[config.mk]
export PLATFORM = sky130hd
export DESIGN_NAME = tmwoc_top
export DESIGN_NICKNAME = d
export VERILOG_FILES = /design/src/tmwoc_pkg.sv /design/src/tmwoc_counter.sv /design/src/tmwoc_channel.sv /design/src/tmwoc_top.sv
export SDC_FILE = /design/constraint.sdc
export NUM_CORES = 1
export LEC_CHECK = 0
export BUFFER_PORTS_ARGS = -buffer_cell sky130_fd_sc_hd__buf_2
export CAP_MARGIN = 5
export CORE_ASPECT_RATIO = 2
export CORE_MARGIN = 1.5
export CORE_UTILIZATION = 40
export CTS_CLUSTER_DIAMETER = 50
export DETAILED_ROUTE_END_ITERATION = 10
export PLACE_DENSITY = 0.65
export SLEW_MARGIN = 15
export SYNTH_ARGS = -nofsm -noshare
export SYNTH_HDL_FRONTEND = slang
export SYNTH_SLANG_ARGS = --single-unit
[constraint.sdc]
create_clock -name clk -period 2.9 [get_ports clk]
set_clock_uncertainty 0.1 [all_clocks]
set_input_delay 0.87 -clock clk [delete_from_list [all_inputs] [get_ports clk]]
set_output_delay 0.87 -clock clk [all_outputs]
set_load 0.005 [all_outputs]
[src/tmwoc_pkg.sv]
// constants, field layout and carrier types of the timer waveform output control
// assumes an 8-bit register set reached over a 32-bit classic Wishbone bus
`default_nettype none

package tmwoc_pkg;

    // ------------------------------------------------------------------
    // register indices, byte address is four times the index
    // ------------------------------------------------------------------
    localparam logic [5:0] IDX_CTRL_A = 6'h2F;
    localparam logic [5:0] IDX_STATUS = 6'h30;
    localparam logic [5:0] IDX_MASK   = 6'h31;
    localparam logic [5:0] IDX_CTRL_B = 6'h33;
    localparam logic [5:0] IDX_CMP_A  = 6'h34;
    localparam logic [5:0] IDX_CMP_B  = 6'h35;
    localparam logic [5:0] IDX_COUNT  = 6'h36;

    // ------------------------------------------------------------------
    // field positions, read masks and reset values
    // ------------------------------------------------------------------
    localparam int F_MODE_A_LO = 6;
    localparam int F_MODE_B_LO = 4;
    localparam int F_WAVE_LO   = 0;
    localparam int F_WAVE_BIT2 = 3;
    localparam int F_ST_OVF    = 1;
    localparam int F_ST_MA     = 2;
    localparam int F_ST_MB     = 3;
    localparam logic [7:0] CTRL_A_RMASK = 8'hF3;
    localparam logic [7:0] CTRL_B_RMASK = 8'h08;
    localparam logic [7:0] STATUS_BITS  = 8'h0E;
    localparam logic [7:0] RESET_BYTE   = 8'h00;
    localparam logic [7:0] TOP_MAX      = 8'hFF;
    localparam logic [7:0] BOTTOM       = 8'h00;

    // ------------------------------------------------------------------
    // wave modes and output codes
    // ------------------------------------------------------------------
    localparam logic [2:0] MODE_NORMAL  = 3'h0;
    localparam logic [2:0] MODE_PC_MAX  = 3'h1;
    localparam logic [2:0] MODE_CTC     = 3'h2;
    localparam logic [2:0] MODE_FAST_MX = 3'h3;
    localparam logic [2:0] MODE_PC_A    = 3'h5;
    localparam logic [2:0] MODE_FAST_A  = 3'h7;
    localparam logic [1:0] CODE_OFF     = 2'h0;
    localparam logic [1:0] CODE_TOGGLE  = 2'h1;
    localparam logic [1:0] CODE_CLEAR   = 2'h2;
    localparam logic [1:0] CODE_SET     = 2'h3;

    typedef enum logic [1:0] {K_NONPWM, K_FAST, K_PHASE} tmwoc_kind_t;

    typedef struct packed {
        logic        cyc;
        logic        stb;
        logic        we;
        logic [7:0]  adr;
        logic [3:0]  sel;
        logic [31:0] dat;
    } tmwoc_wb_req_t;

    typedef struct packed {
        logic        ack;
        logic [31:0] dat;
    } tmwoc_wb_rsp_t;

    typedef struct packed {
        logic [7:0] value;
        logic [7:0] top;
        logic       up;
    } tmwoc_cnt_t;

    function automatic tmwoc_kind_t mode_kind(input logic [2:0] m);
        if (m == MODE_FAST_MX || m == MODE_FAST_A)
            return K_FAST;
        if (m == MODE_PC_MAX || m == MODE_PC_A)
            return K_PHASE;
        return K_NONPWM;
    endfunction

endpackage

`default_nettype wire

[src/tmwoc_counter.sv]
// count sequence, TOP source, compare reload and overflow event
// assumes the mode and buffered compare values come from the register file
`timescale 1ns/1ns
`default_nettype none

module tmwoc_counter
(
    input  wire logic              clk,
    input  wire logic              rst,
    input  wire logic [2:0]        mode,
    input  wire logic [7:0]        cmp_a_buf,
    input  wire logic [7:0]        cmp_b_buf,
    output tmwoc_pkg::tmwoc_cnt_t  cnt,
    output logic [7:0]             cmp_a_act,
    output logic [7:0]             cmp_b_act,
    output logic                   ovf
);

    typedef struct packed {
        logic [7:0] value;
        logic       up;
        logic [7:0] cmp_a;
        logic [7:0] cmp_b;
        logic       ovf;
    } tmwoc_ctr_state_t;

    tmwoc_ctr_state_t        s_reg;
    tmwoc_ctr_state_t        s_next;
    tmwoc_pkg::tmwoc_kind_t  kind;
    logic                    top_from_a;
    logic [7:0]              top;
    logic                    at_top;

    assign kind = tmwoc_pkg::mode_kind(mode);
    assign top_from_a = (mode == tmwoc_pkg::MODE_CTC) || (mode == tmwoc_pkg::MODE_PC_A)
                        || (mode == tmwoc_pkg::MODE_FAST_A);
    assign top = top_from_a ? s_reg.cmp_a : tmwoc_pkg::TOP_MAX;
    assign at_top = (s_reg.value >= top);

    always_comb
    begin
        s_next = s_reg;
        // non-pwm modes load at once, pwm modes at TOP
        if (kind == tmwoc_pkg::K_NONPWM || at_top)
        begin
            s_next.cmp_a = cmp_a_buf;
            s_next.cmp_b = cmp_b_buf;
        end
        if (kind == tmwoc_pkg::K_PHASE)
        begin
            s_next.ovf = !s_reg.up && s_reg.value == tmwoc_pkg::BOTTOM;
            if (s_reg.up)
            begin
                if (at_top)
                begin
                    s_next.up = 1'b0;
                    s_next.value = (s_reg.value == tmwoc_pkg::BOTTOM) ? s_reg.value : s_reg.value - 8'h01;
                end
                else
                    s_next.value = s_reg.value + 8'h01;
            end
            else if (s_reg.value == tmwoc_pkg::BOTTOM)
            begin
                s_next.up = 1'b1;
                s_next.value = (top == tmwoc_pkg::BOTTOM) ? s_reg.value : s_reg.value + 8'h01;
            end
            else
                s_next.value = s_reg.value - 8'h01;
        end
        else
        begin
            s_next.up = 1'b1;
            s_next.value = (s_reg.value == top) ? tmwoc_pkg::BOTTOM : s_reg.value + 8'h01;
            if (mode == tmwoc_pkg::MODE_FAST_A)
                s_next.ovf = (s_reg.value == top);
            else
                s_next.ovf = (s_reg.value == tmwoc_pkg::TOP_MAX);
        end
    end

    always_ff @(posedge clk)
    begin
        if (rst)
            s_reg <= '{value: tmwoc_pkg::BOTTOM, up: 1'b1, cmp_a: tmwoc_pkg::RESET_BYTE,
                       cmp_b: tmwoc_pkg::RESET_BYTE, ovf: 1'b0};
        else
            s_reg <= s_next;
    end

    assign cnt = '{value: s_reg.value, top: top, up: s_reg.up};
    assign cmp_a_act = s_reg.cmp_a;
    assign cmp_b_act = s_reg.cmp_b;
    assign ovf = s_reg.ovf;

endmodule // tmwoc_counter

`default_nettype wire

[src/tmwoc_channel.sv]
// one compare output: pin hand-over and waveform level
// assumes counter state and active compare value on the same clock
`timescale 1ns/1ns
`default_nettype none

module tmwoc_channel
#(
    parameter logic PWM_TOGGLE = 1'b0
)
(
    input  wire logic                    clk,
    input  wire logic                    rst,
    input  wire tmwoc_pkg::tmwoc_kind_t  kind,
    input  wire logic                    wave_bit2,
    input  wire logic [1:0]              code,
    input  wire logic [7:0]              cmp,
    input  wire tmwoc_pkg::tmwoc_cnt_t   cnt,
    output logic                         level,
    output logic                         connected
);

    typedef struct packed {
        logic level;
        logic connected;
    } tmwoc_ch_state_t;

    tmwoc_ch_state_t s_reg;
    tmwoc_ch_state_t s_next;
    logic            match;
    logic            at_top;
    logic            tog_ok;

    assign match = (cnt.value == cmp);
    assign at_top = (cnt.value == cnt.top);
    assign tog_ok = (kind == tmwoc_pkg::K_NONPWM) || (PWM_TOGGLE && wave_bit2);

    always_comb
    begin
        s_next = s_reg;
        s_next.connected = (code != tmwoc_pkg::CODE_OFF)
                           && !(code == tmwoc_pkg::CODE_TOGGLE && !tog_ok);
        if (code == tmwoc_pkg::CODE_TOGGLE)
        begin
            if (tog_ok && match)
                s_next.level = !s_reg.level;
        end
        else if (code[1])
        begin
            if (kind == tmwoc_pkg::K_NONPWM)
            begin
                if (match)
                    s_next.level = code[0];
            end
            else if (kind == tmwoc_pkg::K_FAST)
            begin
                if (at_top)
                    s_next.level = !code[0];
                else if (match && cmp != cnt.top)
                    s_next.level = code[0];
            end
            else if (cmp == cnt.top)
            begin
                if (at_top)
                    s_next.level = !code[0];
            end
            else if (match)
                s_next.level = cnt.up ? code[0] : !code[0];
        end
    end

    always_ff @(posedge clk)
    begin
        if (rst)
            s_reg <= '{level: 1'b0, connected: 1'b0};
        else
            s_reg <= s_next;
    end

    assign level = s_reg.level;
    assign connected = s_reg.connected;

endmodule // tmwoc_channel

`default_nettype wire

[src/tmwoc_top.sv]
// timer waveform output control: register file, interrupt and two compare outputs
// assumes a classic Wishbone master and port logic that honours the hand-over flags
//
// How it works
// - nonzero output code hands pin to waveform, except pwm code 01 on B or on A without bit2
// - channel A non-pwm: off, toggle, clear, set
// - channel B non-pwm: off, toggle, clear, set
// - fast pwm A: clear/set on match, opposite at TOP
// - pwm A code 01 toggles only with bit2
// - phase pwm A: up-match one way, down opposite
// - fast pwm B: 01 reserved, 1x like A
// - phase pwm B: 01 reserved, 1x like A
// - compare equals TOP: skip match, act at TOP
// - control A bits 3:2 read zero
// - three-bit wave mode from both controls
// - normal and ctc TOP, immediate load, flag MAX
// - pwm TOP, reload at TOP, flag placement
// - third mode bit at control B bit 3
`timescale 1ns/1ns
`default_nettype none

module tmwoc_top
(
    input  wire logic                     clk,
    input  wire logic                     rst,
    input  wire tmwoc_pkg::tmwoc_wb_req_t wb_req,
    output tmwoc_pkg::tmwoc_wb_rsp_t      wb_rsp,
    output logic                          irq,
    output logic                          compare_out_a,
    output logic                          compare_out_b,
    output logic                          pin_override_a,
    output logic                          pin_override_b
);

    // ------------------------------------------------------------------
    // state
    // ------------------------------------------------------------------
    typedef struct packed {
        logic [7:0]               timer_control_a;
        logic                     wave_mode_bit2;
        logic [7:0]               cmp_a_buf;
        logic [7:0]               cmp_b_buf;
        logic [7:0]               status;
        logic [7:0]               mask;
        logic [7:0]               clr_bits;
        tmwoc_pkg::tmwoc_wb_rsp_t rsp;
        logic                     irq;
    } tmwoc_top_state_t;

    tmwoc_top_state_t          s_reg;
    tmwoc_top_state_t          s_next;
    logic [2:0]                wave_mode_field;
    tmwoc_pkg::tmwoc_kind_t    kind;
    logic [1:0]                output_mode_a;
    logic [1:0]                output_mode_b;
    tmwoc_pkg::tmwoc_cnt_t     cnt;
    logic [7:0]                cmp_a_act;
    logic [7:0]                cmp_b_act;
    logic                      ovf_evt;
    logic                      req;
    logic                      commit;
    logic [5:0]                idx;
    logic [7:0]                rd_byte;
    logic [7:0]                wr_byte;
    logic [7:0]                events;

    assign wave_mode_field = {s_reg.wave_mode_bit2,
                              s_reg.timer_control_a[tmwoc_pkg::F_WAVE_LO+1:tmwoc_pkg::F_WAVE_LO]};
    assign kind = tmwoc_pkg::mode_kind(wave_mode_field);
    assign output_mode_a = s_reg.timer_control_a[tmwoc_pkg::F_MODE_A_LO+1:tmwoc_pkg::F_MODE_A_LO];
    assign output_mode_b = s_reg.timer_control_a[tmwoc_pkg::F_MODE_B_LO+1:tmwoc_pkg::F_MODE_B_LO];

    // ------------------------------------------------------------------
    // counter and channels
    // ------------------------------------------------------------------
    tmwoc_counter u_counter
    (
        .clk       (clk),
        .rst       (rst),
        .mode      (wave_mode_field),
        .cmp_a_buf (s_reg.cmp_a_buf),
        .cmp_b_buf (s_reg.cmp_b_buf),
        .cnt       (cnt),
        .cmp_a_act (cmp_a_act),
        .cmp_b_act (cmp_b_act),
        .ovf       (ovf_evt)
    );

    tmwoc_channel #(.PWM_TOGGLE(1'b1)) u_chan_a
    (
        .clk       (clk),
        .rst       (rst),
        .kind      (kind),
        .wave_bit2 (s_reg.wave_mode_bit2),
        .code      (output_mode_a),
        .cmp       (cmp_a_act),
        .cnt       (cnt),
        .level     (compare_out_a),
        .connected (pin_override_a)
    );

    tmwoc_channel #(.PWM_TOGGLE(1'b0)) u_chan_b
    (
        .clk       (clk),
        .rst       (rst),
        .kind      (kind),
        .wave_bit2 (s_reg.wave_mode_bit2),
        .code      (output_mode_b),
        .cmp       (cmp_b_act),
        .cnt       (cnt),
        .level     (compare_out_b),
        .connected (pin_override_b)
    );

    // ------------------------------------------------------------------
    // bus decode
    // ------------------------------------------------------------------
    assign req = wb_req.cyc && wb_req.stb && !s_reg.rsp.ack;
    assign commit = wb_req.cyc && wb_req.stb && s_reg.rsp.ack;
    assign idx = wb_req.adr[7:2];
    assign wr_byte = wb_req.dat[7:0];
    assign events = {4'h0, (cnt.value == cmp_b_act), (cnt.value == cmp_a_act), ovf_evt, 1'b0};

    always_comb
    begin
        unique case (idx)
            tmwoc_pkg::IDX_CTRL_A: rd_byte = s_reg.timer_control_a & tmwoc_pkg::CTRL_A_RMASK;
            tmwoc_pkg::IDX_CTRL_B: rd_byte = {4'h0, s_reg.wave_mode_bit2, 3'h0};
            tmwoc_pkg::IDX_STATUS: rd_byte = s_reg.status;
            tmwoc_pkg::IDX_MASK:   rd_byte = s_reg.mask;
            tmwoc_pkg::IDX_CMP_A:  rd_byte = s_reg.cmp_a_buf;
            tmwoc_pkg::IDX_CMP_B:  rd_byte = s_reg.cmp_b_buf;
            tmwoc_pkg::IDX_COUNT:  rd_byte = cnt.value;
            default:               rd_byte = tmwoc_pkg::RESET_BYTE;
        endcase
    end

    // ------------------------------------------------------------------
    // next state
    // ------------------------------------------------------------------
    always_comb
    begin
        s_next = s_reg;
        s_next.rsp.ack = req;
        s_next.clr_bits = tmwoc_pkg::RESET_BYTE;
        if (req)
        begin
            s_next.rsp.dat = {24'h000000, wb_req.we ? tmwoc_pkg::RESET_BYTE : rd_byte};
            if (!wb_req.we && idx == tmwoc_pkg::IDX_STATUS)
                s_next.clr_bits = rd_byte;
        end
        if (commit && wb_req.we && wb_req.sel[0])
        begin
            unique case (idx)
                tmwoc_pkg::IDX_CTRL_A: s_next.timer_control_a = wr_byte & tmwoc_pkg::CTRL_A_RMASK;
                tmwoc_pkg::IDX_CTRL_B: s_next.wave_mode_bit2 = wr_byte[tmwoc_pkg::F_WAVE_BIT2];
                tmwoc_pkg::IDX_MASK:   s_next.mask = wr_byte & tmwoc_pkg::STATUS_BITS;
                tmwoc_pkg::IDX_CMP_A:  s_next.cmp_a_buf = wr_byte;
                tmwoc_pkg::IDX_CMP_B:  s_next.cmp_b_buf = wr_byte;
                default:               s_next.mask = s_reg.mask;
            endcase
        end
        // only bits that were reported are cleared, a new event wins
        if (commit && !wb_req.we)
            s_next.status = (s_reg.status & ~s_reg.clr_bits) | (events & tmwoc_pkg::STATUS_BITS);
        else
            s_next.status = s_reg.status | (events & tmwoc_pkg::STATUS_BITS);
        s_next.irq = |(s_next.status & s_next.mask);
    end

    always_ff @(posedge clk)
    begin
        if (rst)
            s_reg <= '{timer_control_a: tmwoc_pkg::RESET_BYTE, wave_mode_bit2: 1'b0,
                       cmp_a_buf: tmwoc_pkg::RESET_BYTE, cmp_b_buf: tmwoc_pkg::RESET_BYTE,
                       status: tmwoc_pkg::RESET_BYTE, mask: tmwoc_pkg::RESET_BYTE,
                       clr_bits: tmwoc_pkg::RESET_BYTE, rsp: '{ack: 1'b0, dat: 32'h00000000},
                       irq: 1'b0};
        else
            s_reg <= s_next;
    end

    assign wb_rsp = s_reg.rsp;
    assign irq = s_reg.irq;

    logic nonpwm;
    assign nonpwm = (kind == tmwoc_pkg::K_NONPWM);
endmodule // tmwoc_top

`default_nettype wire

==> run_results.csv, run 1 <==
group,metric,value,unit
run,maxCapViolCount,0,
sta,final_hold_viol_count,0,
final_layout,area_delta_synth_final,21.0,%
pwr,p_comb_share,6.4,%
logic_synthesis,synth_compound_area_share,16.1,%
floorplan,start_util,41.2,%
clock_tree,clock_sinks,87,
pwr,p_clk_share,48.3,%
final_layout,layout-drive-gt1-share,22.4,%
global_routing,grt_pass1_wl,23300,um
logic_synthesis,avgSynthCellArea,8.53,um^2
floorplan,die_y,159,um
pwr,intPower,2.05,mW
setup_path,crit_arrival,3.13,ns
floorplan,core_area,11800,um^2
drt,ant_nets,0,
logic_synthesis,synth-edff-count,0,
pwr,p_leak,2.43,nW
logic_synthesis,ys_seq_area_share,35.9,%
final_layout,largest_register_ff_count,43,
placed_design,dpl_worst_slack,-0.338,ns
final_layout,diodes,0,
pwr,power.total,2.66,mW
sta,min_period,2.97,ns
global_routing,grt_use_met1,22.1,%
global_routing,antenna_found_initial,0,
drt,drc,0,
sta,fin_ws,-0.0728,ns
setup_path,critPathKind,"reg2reg",
clock_tree,holdBufCountCts,0,
placed_design,dpl_cell_area,5360,um^2
floorplan,dieArea,12800,um^2
clock_tree,clk_latency,0.34,ns
logic_synthesis,synth_mux_area_share,9.29,%
drt,drt_pass1_iterations,5,
setup_path,critical_path.cell_chain,"buf_4, buf_4, or4b_4, and3_4, o211ai_4, a41o_2, nor2_2, or4_4, a31oi_4",
setup_path,start_kind,"flop",
status,outcome,"finished with violations",
global_routing,grt_usage,24.1,%
logic_synthesis,synth_top_family_by_area,"simple AND/OR/NAND/NOR gates",
sta,fin_crit_sh,103,%
final_layout,stdcell_count,778,
clock_tree,clk_path_buf_depth,2,
floorplan,io_pins,87,
setup_path,crit_path_max_fanout,12,
final_layout,design_area,5870,um^2
global_routing,grtUsageMet2,43.0,%
clock_tree,htreeDepth,3,
sta,timing.fmax,0.336,GHz
logic_synthesis,synth-simple-area-share,22.8,%
placed_design,dpl.hpwl,11700,um
sta,worst_pin_slew,0.803,ns
clock_tree,cts_inserted_buffers,9,
clock_tree,clk_pin_slew,0.06,ns
sta,slew_headroom,46.0,%
global_routing,gr-max-usage-layer,"met2",
sta,tns,-0.163,ns
floorplan,die-width,80.9,um
setup_path,critPathCaptureType,"flop",
logic_synthesis,yosysWarnings,0,
logic_synthesis,synthFlopType,"dfxtp_1",
status,violations,"setup timing",
pwr,powerDensity,453,nW/um^2
placed_design,placed_cells,758,
global_routing,grt_max_degree,39,
worst_hold_path,min_path_type,"reg2reg",
drt,drtIter0Drc,308,
clock_tree,cts_root_buf,"clkbuf_16",
drt,wl_per_cell,19.6,um
sta,finalSetupViolCount,7,
drt,vias,4609,
pwr,net-switching-power,0.613,mW
global_routing,overflow,0,
pwr,swShare,23.1,%
sta,whs,0.378,ns
setup_path,cpMostUsedCell,"buf_4",
final_layout,nFillCells,1144,
logic_synthesis,synth_area,4850,um^2
logic_synthesis,syn_inst,569,
setup_path,required,3.06,ns
setup_path,critPathMaxStageDelay,0.57,ns
sta,rsz0062_at_grt,"true",
logic_synthesis,async_flop_share,0,%
global_routing,gr-usage-met3,3.74,%
sta,slew_violations,0,
final_layout,final_nets,687,
global_routing,first_global_vias,4494,
placed_design,gp_congestion,0.930,
logic_synthesis,synth.ff_latch_count,87,
final_layout,post-route-util,49.9,%
pwr,vdd_drop_max,0.000320,V
logic_synthesis,yosysUniqueCellTypes,69,
drt,vias_per_cell,5.92,
placed_design,port_buffers,33,
setup_path,crit_slowest_cell,"or4b_4",
floorplan,num_rows,56,
logic_synthesis,synth-adder-area-share,2.58,%
pwr,seq_power_share,45.3,%
logic_synthesis,synth_xor_area_share,4.51,%
drt,wirelength,15300,um
clock_tree,cts_tree,"yes",
==> critical path, delay by kind of cell, from the launching register on <==
family          cells  cell delay [ns]
buf+inv             2             0.31
flops               1             0.36
compound gates      3             0.76
simple gates        4             1.35
==> power by group through the flow <==
stage          Sequential, mW  Combinational [mW]  Clock (mW)
2_1_floorplan            1.23               0.125           0
3_3_place_gp             1.23               0.161           0
3_5_place_dp             1.23               0.164           0
4_1_cts                  1.21               0.167        1.30
5_1_grt                  1.21               0.183        1.34
6_report                 1.21               0.169        1.28
==> Yosys cell counts (2+ instances only) <==
| library cell | instances | area share (%) |
|---|---|---|
| nand3_1 | 8 | 0.83 |
| a22oi_1 | 22 | 3.4 |
| a311oi_1 | 2 | 0.36 |
| a31oi_1 | 6 | 0.77 |
| ha_1 | 10 | 2.6 |
| and2_1 | 8 | 1.0 |
| or3_1 | 2 | 0.26 |
| nor4b_1 | 3 | 0.54 |
| a21o_1 | 4 | 0.62 |
| nor4_2 | 2 | 0.52 |
| o21ai_0 | 9 | 0.93 |
| and3_1 | 16 | 2.1 |
| nand4_1 | 5 | 0.64 |
| o31ai_1 | 4 | 0.62 |
| nor2_1 | 91 | 7.0 |
| a41oi_1 | 2 | 0.36 |
| a211oi_1 | 3 | 0.46 |
| nand2b_1 | 4 | 0.52 |
| nand2_1 | 33 | 2.6 |
| or4_1 | 3 | 0.46 |
| and4_1 | 2 | 0.36 |
| nor4_1 | 5 | 0.64 |
| o211a_1 | 4 | 0.83 |
| nand4b_1 | 3 | 0.54 |
| a21oi_1 | 23 | 2.4 |
| a221oi_1 | 5 | 0.90 |
| nor3_1 | 14 | 1.4 |
| clkbuf_1 | 27 | 2.1 |
| xnor2_1 | 10 | 1.8 |
| inv_1 | 12 | 0.93 |
| xor2_1 | 15 | 2.7 |
| a32oi_1 | 5 | 0.90 |
| buf_2 | 3 | 0.31 |
| buf_4 | 33 | 5.1 |
| dfxtp_1 | 87 | 36 |
| o211ai_1 | 2 | 0.31 |
| nor3b_1 | 2 | 0.31 |
| or4bb_1 | 3 | 0.70 |
| mux2i_1 | 45 | 9.3 |
| nand3b_1 | 3 | 0.46 |
==> kinds of logic after synthesis <==
group                    count (synthesis)
AND/OR/NAND/NOR                        217
buffers and inverters                   76
flip-flops                              87
other                                    1
AO/OA/AOI/OAI                          108
multiplexers                            45
XOR/XNOR                                25
adder cells (fa/ha/maj)                 10
==> area by class of cell <==
class / instances / area (um^2) / area share (%)
multi-input combinational: 429 / 2960 / 50.4
sequential: 87 / 1750 / 29.8
timing repair buffer: 89 / 606 / 10.3
clock buffer: 10 / 239 / 4.07
tap: 145 / 181 / 3.09
clock inverter: 6 / 92.6 / 1.58
inverter: 12 / 45.0 / 0.767
==> repair_timing <==
item | CTS | global route
setup endpoints to repair | 10 | 10
setup buffers | 2 | 2
gates resized for setup | 18 | 11
pin swaps | 11 | 12
hold endpoints to repair | 0 | 0
==> metal layers <==
| layer | up-vias | wire length, um | part of all wire (%) |
|---|---|---|---|
| met5 | - | 0 | 0 |
| met4 | 0 | 1600 | 10 |
| met3 | 104 | 589 | 3.9 |
| met2 | 222 | 8020 | 53 |
| met1 | 2182 | 5050 | 33 |
| li1 | 2101 | - | - |
==> layout by cell type, fill, tap and decap left out, types with 3 or more instances in the layout <==
cell type | netlist | routed
or4bb_1 | 3 | 3
a21o_1 | 4 | 4
nand2b_1 | 4 | 4
nor4b_1 | 3 | 3
a21oi_1 | 23 | 21
a32oi_1 | 5 | 5
nor4_1 | 5 | 5
nand2_1 | 33 | 32
and2_1 | 8 | 7
nor3_1 | 14 | 14
dfxtp_1 | 87 | 84
o211a_1 | 4 | 4
a221oi_1 | 5 | 5
and3_1 | 16 | 15
o21ai_0 | 9 | 8
nor2_2 | 1 | 3
buf_2 | 3 | 33
nand4_1 | 5 | 5
ha_4 | 0 | 3
xor2_1 | 15 | 15
nand3b_1 | 3 | 3
mux2i_1 | 45 | 45
inv_1 | 12 | 12
nand3_1 | 8 | 8
clkbuf_16 | 0 | 9
a31oi_1 | 6 | 5
conb_1 | 1 | 24
a22oi_1 | 22 | 22
nor2_1 | 91 | 88
nand4b_1 | 3 | 3
xnor2_1 | 10 | 10
buf_4 | 33 | 53
ha_1 | 10 | 7
o31ai_1 | 4 | 3
==> worst paths after layout <==
| kind | slack, ns | startpoint | cells past startpoint | end |
|---|---|---|---|---|
| worst max-delay path | -0.07 | s_reg[75] | 9 | u_counter.cnt[15] |
| worst min-delay path | 0.38 | wb_rsp[5] | 2 | wb_rsp[5] |
| worst max register to register | -0.07 | s_reg[75] | 9 | u_counter.cnt[15] |
| worst min register to register | 0.38 | wb_rsp[5] | 2 | wb_rsp[5] |
Note: power is estimated with default switching activity, not from simulation.
==> run 2, diff against run 1 <==
- CTS_BUF_LIST: not set -> sky130_fd_sc_hd__clkbuf_8
==> run 2 against run 1 <==
The flow still finishes with violations (setup timing). Count of clock-buffer cells in the layout did not move. Sequential power barely moved. Sequential share of layout area rose by 0.48 points. Non-clock buffer count fell by 1. Final area fell by 1.6%. Die area did not move. Combinational power barely moved. Register-to-register slack barely moved. Critical endpoint unchanged. Largest power group is now sequential cells.
==> run_results.csv, run 2 (synthesized netlist as in run 1, its figures left out) <==
group,metric,value,unit
clock_tree,htreeDepth,3,
setup_path,critPathCaptureType,"flop",
setup_path,critPathBufInv,2,
final_layout,post-route-util,49.1,%
final_layout,largest_register_ff_count,43,
setup_path,required,3.08,ns
drt,ant_nets,0,
status,outcome,"finished with violations",
clock_tree,clk_latency,0.37,ns
sta,min_period,2.98,ns
clock_tree,cts_tree,"yes",
drt,vias,4549,
setup_path,start_kind,"flop",
pwr,powerDensity,406,nW/um^2
setup_path,critPathMaxStageDelay,0.57,ns
sta,slew_violations,0,
floorplan,die_y,159,um
setup_path,critPathKind,"reg2reg",
placed_design,dpl.hpwl,11700,um
setup_path,crit_arrival,3.16,ns
setup_path,crit_path_max_fanout,12,
run,maxCapViolCount,0,
floorplan,start_util,41.2,%
sta,worst_pin_slew,0.802,ns
global_routing,grt_max_degree,39,
final_layout,diodes,0,
setup_path,critical_path.cell_chain,"buf_4, buf_4, or4b_4, and3_4, o211ai_4, a41o_2, nor2_2, or4_4, a31oi_4",
pwr,vdd_drop_max,0.000360,V
sta,rsz0062_at_grt,"true",
clock_tree,cts_root_buf,"clkbuf_8",
drt,vias_per_cell,5.85,
sta,tns,-0.163,ns
sta,slew_headroom,46.1,%
clock_tree,clk_pin_slew,0.09,ns
clock_tree,holdBufCountCts,0,
setup_path,crit_slowest_cell,"or4b_4",
final_layout,final_common_cell,"nor2_1",
setup_path,cpMostUsedCell,"buf_4",
final_layout,final_nets,686,
floorplan,dieArea,12800,um^2
placed_design,gp_congestion,0.930,
clock_tree,clk_path_buf_depth,2,
final_layout,final_cell_mix,"nor2_1 (88), dfxtp_1 (84), buf_4 (52)",
floorplan,die-width,80.9,um
sta,finalSetupViolCount,7,
final_layout,nFillCells,1156,
setup_path,crit_family,"simple AND/OR/NAND/NOR gates",
global_routing,grt_usage,23.7,%
clock_tree,cts_inserted_buffers,9,
worst_hold_path,min_path_type,"reg2reg",
floorplan,num_rows,56,
global_routing,overflow,0,
final_layout,layout-drive-gt1-share,22.5,%
clock_tree,clock_sinks,87,
drt,wl_per_cell,19.4,um
sta,fin_ws,-0.0814,ns
placed_design,port_buffers,33,
final_layout,design_area,5780,um^2
sta,timing.fmax,0.335,GHz
sta,fin_crit_sh,103,%
drt,drc,0,
pwr,p_leak,2.38,nW
floorplan,io_pins,87,
status,violations,"setup timing",
placed_design,dpl_cell_area,5360,um^2
sta,final_hold_viol_count,0,
final_layout,area_delta_synth_final,19.1,%
floorplan,core_area,11800,um^2
drt,wirelength,15100,um
drt,drtIter0Drc,250,
drt,drt_pass1_iterations,5,
global_routing,first_global_vias,4438,
pwr,power.total,2.35,mW
global_routing,antenna_found_initial,0,
global_routing,grt_pass1_wl,23100,um
## run 2: final cells by class
class	instances	area [um^2]	area share, %
well taps	145	181	3.14
repair buffers	88	598	10.4
multi-input cells	429	2970	51.5
inverters	12	45.0	0.780
clock buffers	10	138	2.38
clock inverters	6	92.6	1.60
flip-flops and latches	87	1750	30.3
## run 2: what timing repair did
item                                    4_1_cts  5_1_grt
setup buffers                                 2        1
endpoints found under the setup margin       10       10
pin swaps                                    11       12
cloned                                        0        0
endpoints found under the hold margin         0        0
resized for setup                            18       13
## run 2: stage by stage
step	setup slack [ns]	cells	hold WS, ns
global placement	-0.286	758	0.359
global route	-0.133	777	0.413
finish	-0.0814	777	0.383
floorplan	-0.0183	592	0.335
detailed placement	-0.338	758	0.368
CTS	-0.0960	776	0.390
## run 2: per-layer routing
layer | vias up | track usage (%) | share of wire [%]
met5 | - | 0 | 0
met3 | 85 | 3.16 | 4.3
met1 | 2159 | 21.9 | 32
li1 | 2103 | - | -
met4 | 0 | 21.3 | 10
met2 | 202 | 42.5 | 53
## run 2: tightest hold or removal path, cell delays in order, from the launching register on
cell and delay [ns]:
dfxtp_1 0.33, a21oi_1 0.06, nor2_1 0.07
## run 2: worst paths after layout
check                                         end  cells after the start       from  slack, ns
worst max-delay path            u_counter.cnt[15]                      9  s_reg[75]      -0.08
worst min-delay path                    wb_rsp[0]                      2  wb_rsp[0]       0.38
worst max register to register  u_counter.cnt[15]                      9  s_reg[75]      -0.08
worst min register to register          wb_rsp[0]                      2  wb_rsp[0]       0.38
## run 2: where the power goes
part | internal, mW | switching [mW]
Combinational | 0.0601 | 0.109
Clock | 0.515 | 0.457
Sequential | 1.20 | 0.00435
